$ cat src/bvm_pkg.sv
package bvm_pkg;

  // ----------------------------------------------------------------
  // Address widths
  // ----------------------------------------------------------------
  localparam int PROC_AW = 36;
  localparam int PORT_AW = 32;

  // ----------------------------------------------------------------
  // Boot vector and presented addresses
  // ----------------------------------------------------------------
  localparam logic [35:0] BOOT_VECTOR    = 36'h0_FFF0_0100;
  localparam logic [31:0] ADDR_DEFAULT   = 32'h0000_0100;
  localparam logic [31:0] ADDR_RELOCATED = 32'h00F0_0100;
  localparam logic [31:0] ADDR_LATCHED   = 32'h0FF0_0100;
  localparam logic [31:0] MASK_24        = 32'h00FF_FFFF;

  // Boot window span: upper 1 MiB region of the 4 GiB space, bank 0
  localparam logic [35:0] BOOT_WIN_BASE  = 36'h0_FFF0_0000;
  localparam logic [35:0] BOOT_WIN_MASK  = 36'hF_FFF0_0000;

  // ----------------------------------------------------------------
  // Window enable field positions and reset value
  // ----------------------------------------------------------------
  localparam int NUM_WIN      = 8;
  localparam int WIN_PROC1    = 0;
  localparam int WIN_CS0      = 1;
  localparam int WIN_CS1      = 2;
  localparam logic [7:0] WIN_EN_RESET = 8'h07;

  // ----------------------------------------------------------------
  // Carriers
  // ----------------------------------------------------------------
  typedef struct packed {
    logic        valid;
    logic [35:0] addr;
  } bvm_req_s;

  typedef struct packed {
    logic        valid;
    logic        cs0;
    logic        miss;
    logic        wide;
    logic [31:0] addr;
  } bvm_port_s;

  typedef struct packed {
    logic        vsel;
    logic        latch;
    logic        boot_en;
    logic [7:0]  win_en;
    bvm_port_s   port;
  } bvm_state_s;

endpackage

$ cat src/bvm_boot_map.sv
`timescale 1ns/1ps
`default_nettype none
module bvm_boot_map
  import bvm_pkg::*;
(
  // Clock and reset
  input  wire logic      clk,
  input  wire logic      reset,
  // Power-up straps
  input  wire logic      vector_select_strap,
  input  wire logic      latched_address_strap,
  // Processor fetch request
  input  wire bvm_req_s  proc_req,
  // Peripheral port side
  output var  bvm_port_s local_peripheral_port,
  // Window status
  output logic [7:0]     win_enable,
  output logic           processor_outbound_window_1
);

  // ----------------------------------------------------------------
  // State
  // ----------------------------------------------------------------
  bvm_state_s state_reg;
  bvm_state_s state_next;

  // Does the fetch fall in the default boot window span
  function automatic logic in_boot_win(input logic [35:0] a);
    in_boot_win = ((a & BOOT_WIN_MASK) == BOOT_WIN_BASE);
  endfunction

  // A fetch hits when the boot window and chip select 0 are both
  // enabled and the address falls in the boot span
  function automatic logic boot_hit(input bvm_state_s st,
                                    input logic [35:0] a);
    boot_hit = st.boot_en && st.win_en[WIN_PROC1] && st.win_en[WIN_CS0]
               && in_boot_win(a);
  endfunction

  // Presented address by strap; latched mode takes priority as the
  // port then drives the full 32-bit address
  function automatic logic [31:0] map_addr(input logic [35:0] a,
                                           input logic vs,
                                           input logic la);
    logic [31:0] low;
    low = a[31:0];
    // Latched mode replaces the whole upper 12 bits, not only a nibble
    if (la)
      map_addr = (low & 32'h000F_FFFF) | (ADDR_LATCHED & 32'hFFF0_0000);
    else if (vs)
      map_addr = (low & MASK_24) | (ADDR_RELOCATED & 32'h00F0_0000);
    else
      map_addr = low & 32'h000F_FFFF;
  endfunction

  // ----------------------------------------------------------------
  // Next state
  // ----------------------------------------------------------------
  // Straps only move while reset is held, so a strap glitch later
  // cannot remap the boot device under a running processor
  always_comb begin
    state_next = state_reg;
    state_next.port.valid = 1'b0;
    state_next.port.cs0   = 1'b0;
    state_next.port.miss  = 1'b0;
    if (reset) begin
      state_next.vsel    = vector_select_strap;
      state_next.latch   = latched_address_strap;
      state_next.boot_en = 1'b1;
      state_next.win_en  = WIN_EN_RESET;
      state_next.port    = '0;
    end else if (proc_req.valid) begin
      state_next.port.valid = 1'b1;
      if (boot_hit(state_reg, proc_req.addr)) begin
        state_next.port.cs0  = 1'b1;
        state_next.port.wide = state_reg.latch;
        state_next.port.addr = map_addr(proc_req.addr,
                                        state_reg.vsel,
                                        state_reg.latch);
      end else begin
        state_next.port.miss = 1'b1;
        state_next.port.addr = '0;
      end
    end
  end

  // Registered state
  always_ff @(posedge clk) begin
    state_reg <= state_next;
  end

  // ----------------------------------------------------------------
  // Outputs straight from flops
  // ----------------------------------------------------------------
  // No write path in this block: the windows keep their reset
  // values, so software cannot open further windows through it
  assign local_peripheral_port       = state_reg.port;
  assign win_enable                  = state_reg.win_en;
  assign processor_outbound_window_1 = state_reg.boot_en;

  // ----------------------------------------------------------------
  // Checks
  // ----------------------------------------------------------------
  a_reset_windows: assert property (@(posedge clk)
    $fell(reset) |-> win_enable == WIN_EN_RESET)
    else $error("window enables wrong after reset");

  a_boot_bit_set: assert property (@(posedge clk)
    $fell(reset) |-> processor_outbound_window_1)
    else $error("boot enable not set after reset");

  a_cs_enabled: assert property (@(posedge clk)
    $fell(reset) |-> win_enable[WIN_CS0] && win_enable[WIN_CS1])
    else $error("chip select windows not enabled");

  a_default_map: assert property (@(posedge clk) disable iff (reset)
    proc_req.valid && proc_req.addr == BOOT_VECTOR
    && !state_reg.vsel && !state_reg.latch
    |=> local_peripheral_port.cs0
        && local_peripheral_port.addr == ADDR_DEFAULT)
    else $error("default boot vector mapped wrong");

  a_reloc_map: assert property (@(posedge clk) disable iff (reset)
    proc_req.valid && proc_req.addr == BOOT_VECTOR
    && state_reg.vsel && !state_reg.latch
    |=> local_peripheral_port.cs0
        && local_peripheral_port.addr == ADDR_RELOCATED)
    else $error("relocated boot vector mapped wrong");

  a_latched_map: assert property (@(posedge clk) disable iff (reset)
    proc_req.valid && proc_req.addr == BOOT_VECTOR && state_reg.latch
    |=> local_peripheral_port.wide
        && local_peripheral_port.addr == ADDR_LATCHED)
    else $error("latched boot vector mapped wrong");

  a_strap_hold: assert property (@(posedge clk) disable iff (reset)
    ##1 !$past(reset) |-> $stable(state_reg.vsel)
                          && $stable(state_reg.latch))
    else $error("strap sample changed outside reset");

  a_miss_no_cs: assert property (@(posedge clk) disable iff (reset)
    proc_req.valid && !in_boot_win(proc_req.addr)
    |=> local_peripheral_port.miss && !local_peripheral_port.cs0)
    else $error("fetch outside window reached chip select");

  // ----------------------------------------------------------------
  // Checks on answer timing
  // ----------------------------------------------------------------
  // Every taken fetch answers exactly one cycle later, hit or miss
  a_answer_next: assert property (@(posedge clk) disable iff (reset)
    proc_req.valid |=> local_peripheral_port.valid)
    else $error("taken fetch gave no answer next cycle");

  // Without a fetch the strobes stay low; a stuck strobe would make
  // the boot device see a second access that nobody asked for
  a_idle_quiet: assert property (@(posedge clk) disable iff (reset)
    !proc_req.valid
    |=> !local_peripheral_port.valid && !local_peripheral_port.cs0
        && !local_peripheral_port.miss)
    else $error("port strobe raised without a fetch");

  // Address and width hold between fetches for a slow boot device
  a_addr_hold: assert property (@(posedge clk) disable iff (reset)
    !proc_req.valid
    |=> $stable(local_peripheral_port.addr)
        && $stable(local_peripheral_port.wide))
    else $error("port address moved without a fetch");

  // ----------------------------------------------------------------
  // Checks on the mapping of any fetch inside the boot window, and of a refused fetch
  // ----------------------------------------------------------------
  // The low 20 bits pass through in every strap setting
  a_low_bits: assert property (@(posedge clk) disable iff (reset)
    proc_req.valid && boot_hit(state_reg, proc_req.addr)
    |=> local_peripheral_port.cs0
        && local_peripheral_port.addr[19:0] == $past(proc_req.addr[19:0]))
    else $error("low address bits not passed to chip select 0");

  a_default_top: assert property (@(posedge clk) disable iff (reset)
    proc_req.valid && boot_hit(state_reg, proc_req.addr)
    && !state_reg.vsel && !state_reg.latch
    |=> local_peripheral_port.addr[31:20] == ADDR_DEFAULT[31:20]
        && !local_peripheral_port.wide)
    else $error("default mapping set upper address bits");

  a_reloc_top: assert property (@(posedge clk) disable iff (reset)
    proc_req.valid && boot_hit(state_reg, proc_req.addr)
    && state_reg.vsel && !state_reg.latch
    |=> local_peripheral_port.addr[31:20] == ADDR_RELOCATED[31:20]
        && !local_peripheral_port.wide)
    else $error("relocated mapping upper address bits wrong");

  // Latched mode wins over relocation when both straps are set
  a_latch_top: assert property (@(posedge clk) disable iff (reset)
    proc_req.valid && boot_hit(state_reg, proc_req.addr) && state_reg.latch
    |=> local_peripheral_port.addr[31:20] == ADDR_LATCHED[31:20]
        && local_peripheral_port.wide)
    else $error("latched mapping upper address bits wrong");

  // A refused fetch drives no address at all
  a_miss_addr: assert property (@(posedge clk) disable iff (reset)
    proc_req.valid && !boot_hit(state_reg, proc_req.addr)
    |=> local_peripheral_port.addr == 32'h0000_0000)
    else $error("refused fetch drove an address");

  // ----------------------------------------------------------------
  // Checks on the reset state
  // ----------------------------------------------------------------
  // The port comes out of reset with every strobe and address low
  a_port_reset: assert property (@(posedge clk)
    $fell(reset) |-> local_peripheral_port == '0)
    else $error("port not cleared by reset");

  // Each edge under reset takes the strap levels seen at that edge
  a_strap_taken: assert property (@(posedge clk)
    reset |=> state_reg.vsel == $past(vector_select_strap)
              && state_reg.latch == $past(latched_address_strap))
    else $error("strap level not captured under reset");

endmodule // bvm_boot_map
`default_nettype wire

$ cat config.mk
export PLATFORM = sky130hd
export DESIGN_NAME = bvm_boot_map
export DESIGN_NICKNAME = d
export VERILOG_FILES = /design/src/bvm_pkg.sv /design/src/bvm_boot_map.sv
export SDC_FILE = /design/constraint.sdc
export NUM_CORES = 1
export LEC_CHECK = 0
export BUFFER_PORTS_ARGS = -buffer_cell sky130_fd_sc_hd__buf_4
export CORE_ASPECT_RATIO = 0.6
export CORE_MARGIN = 1
export CORE_UTILIZATION = 41
export DETAILED_ROUTE_END_ITERATION = 7
export PLACE_DENSITY = 0.79
export SYNTH_ARGS = -nofsm -noshare
export SYNTH_HDL_FRONTEND = slang
export SYNTH_SLANG_ARGS = --single-unit
$ cat constraint.sdc
create_clock -name clk -period 2.1 [get_ports clk]
set_clock_uncertainty 0.05 [all_clocks]
set_input_delay 0.315 -clock clk [delete_from_list [all_inputs] [get_ports clk]]
set_output_delay 0.315 -clock clk [all_outputs]
set_load 0.01 [all_outputs]
==> metrics.cfg <==
[placed_design]
dp_hpwl_um = 1850
postPlaceCellArea_um2 = 1540
port_buffers = 72
gp_congestion = 0.681
dp_slack_ps = 279

[yosys]
synth_top_flop_cell = dfxtp_1
synth_area_leaders = dfxtp_1 (41%), buf_4 (27%), a22o_1 (10%)
synth_cells = 116
synth_area_um2 = 1270
ys_seq_elements = 28
ys_types = 22
yosysTopAreaCell = dfxtp_1
yosysMostFrequentCell = buf_4
synth_commonest_cells = buf_4 (45), dfxtp_1 (26), a22o_1 (15)
synthArstFlopShare = 0
yosysWarnings = 0
synth.avg_cell_area_um2 = 10.9
synth.top_cell.area_share = 0.411
synth-seq-area-share = 0.458
synth_edf_count = 2

[timing]
grt_setup_unrepaired = no
hold_viol = 0
min_period_ps = 1550
setup-tns-final_ps = 0
finalWorstSetupSlack_ps = 554
finalCritPeriodShare = 0.736
worst_pin_slew_ps = 675
drv_slew = 0
whs_ps = 174
setup_violations = 0
fmax_mhz = 647
slew_headroom = 0.548

[route]
routed_wl_um = 2320
routedWlPerCell_um = 11.8
drt-vias-per-instance = 4.33
antenna_left = 0
firstDrtPassIters = 3
vias = 853
drtIter0Drc = 25
drc = 0

[floorplanning]
io_pins = 86
rows = 15
coreArea_um2 = 2910
die-area_um2 = 3320
die_h_um = 45.1
die_x_um = 73.8
initial_core_util = 0.436

[clocking]
cts.sinks = 28
ctsHtreeMaxLevel = 1
clockRootBuffer = clkbuf_8
clk_latency_ps = 260
clock_path_buffers = 2
holdBufCountCts = 0
post-cts-setup-buffers = 0
cts_tree = done
ctsResizeCount = 0
path_clk_slew_ps = 80
cts_buffers = 3

[finish]
area_delta_synth_final_pct = 26.6
largest_reg_flops = 26
n_fill_cell = 254
fin_nets = 197
multi_input_area_um2 = 353
antenna_cells = 0
register_area_um2 = 581
drive_gt1_frac = 0.568
final_cell_area_um2 = 1600

[pwr]
cellPowerDensity_nw_per_um2 = 619
p_leak_nw = 0.790
vdd_drop_max_mv = 0.271

[job]
drv_cap = 0

[setup_path]
worstPathArrival_ps = 1710
cp-end-kind = flip-flop
cp.required_ps = 2260
critPathKind = input pin to flip-flop
cp_max_fo = 22
start_kind = input pin
r2r_cells = 2
rr_endpoint = local_peripheral_port[23]
r2r_start = state_reg[45]
ff2ff_setup_slack_ps = 1020

[global_route]
grt_pass1_vias = 741
grt_pass1_wl_um = 3460
grt-ovfl-total = 0
antenna_found_initial = 0
track_usage = 0.140
grt_max_degree = 23

[worst_hold_path]
min_to = state_reg[46]
hold_class = input pin to flip-flop
hp-start = vector_select_strap
hold_depth = 1

[outcome]
outcome = completed

[per-layer routing]
layer	wire length, um	share of wire	global-route usage
met5	0	0	0
met4	19	0.0082	0.0346
met3	189	0.082	0.0513
met2	1120	0.48	0.224
met1	990	0.43	0.183
[worst max-delay path, cell delays in order]
cell and delay, ps:
buf_4 110, or4b_4 540, nor4_4 220, and2_4 350, a22o_1 170
[where the power goes]
group | leakage [nW] | internal [mW] | switching, mW
sequential | 0.229 | 0.542 | 0.00153
combinational | 0.526 | 0.0536 | 0.0362
clock | 0.0339 | 0.207 | 0.153
total | 0.790 | 0.803 | 0.191
[cell type report]
type | instances | area share
repair buffers | 73 | 0.342
multi-input cells | 49 | 0.220
clock buffers | 4 | 0.0413
well taps | 42 | 0.0328
inverters | 1 | 0.00234
flip-flops and latches | 28 | 0.362
[worst max-delay path by stage]
stage	start	cells past startpoint	end
floorplan	proc_req[32]	5	local_peripheral_port[23]
global placement	proc_req[32]	5	local_peripheral_port[17]
detailed placement	proc_req[32]	5	local_peripheral_port[17]
CTS	proc_req[32]	5	local_peripheral_port[8]
global route	proc_req[32]	5	local_peripheral_port[1]
finish	proc_req[32]	5	local_peripheral_port[8]
[through the flow]
stage,instances,util,total power [mW]
final,197,0.551,0.993
after global routing,197,0.551,1.04
after detailed placement,193,0.529,0.646
after floorplan,127,-,0.599
after CTS,197,0.551,1.01
after global placement,193,0.529,0.643
[cell usage in the layout, fill, tap and decap left out]
| cell type | instances |
|---|---|
| a21bo_2 | 1 |
| a21oi_1 | 2 |
| a22o_1 | 15 |
| a22o_2 | 6 |
| and2_4 | 1 |
| buf_4 | 73 |
| clkbuf_16 | 1 |
| clkbuf_8 | 3 |
| conb_1 | 13 |
| dfxtp_1 | 26 |
| edfxtp_1 | 2 |
| inv_1 | 1 |
| nand2_1 | 1 |
| nand3_1 | 1 |
| nand4_1 | 2 |
| nand4b_1 | 1 |
| nor2_1 | 2 |
| nor3_1 | 1 |
| nor4_4 | 1 |
| or2_2 | 1 |
| or4b_4 | 1 |
[logic make-up (layout without fill, tap and decap cells)]
| group | Yosys count | in the layout | synth area share |
|---|---|---|---|
| AND/OR/NAND/NOR | 12 | 12 | 0.0730 |
| AO/OA/AOI/OAI | 24 | 24 | 0.167 |
| flip-flops | 28 | 28 | 0.458 |
| buffers and inverters | 50 | 78 | 0.296 |
| other | 2 | 13 | 0.00593 |
No activity file was read; power rests on OpenSTA's default activity.
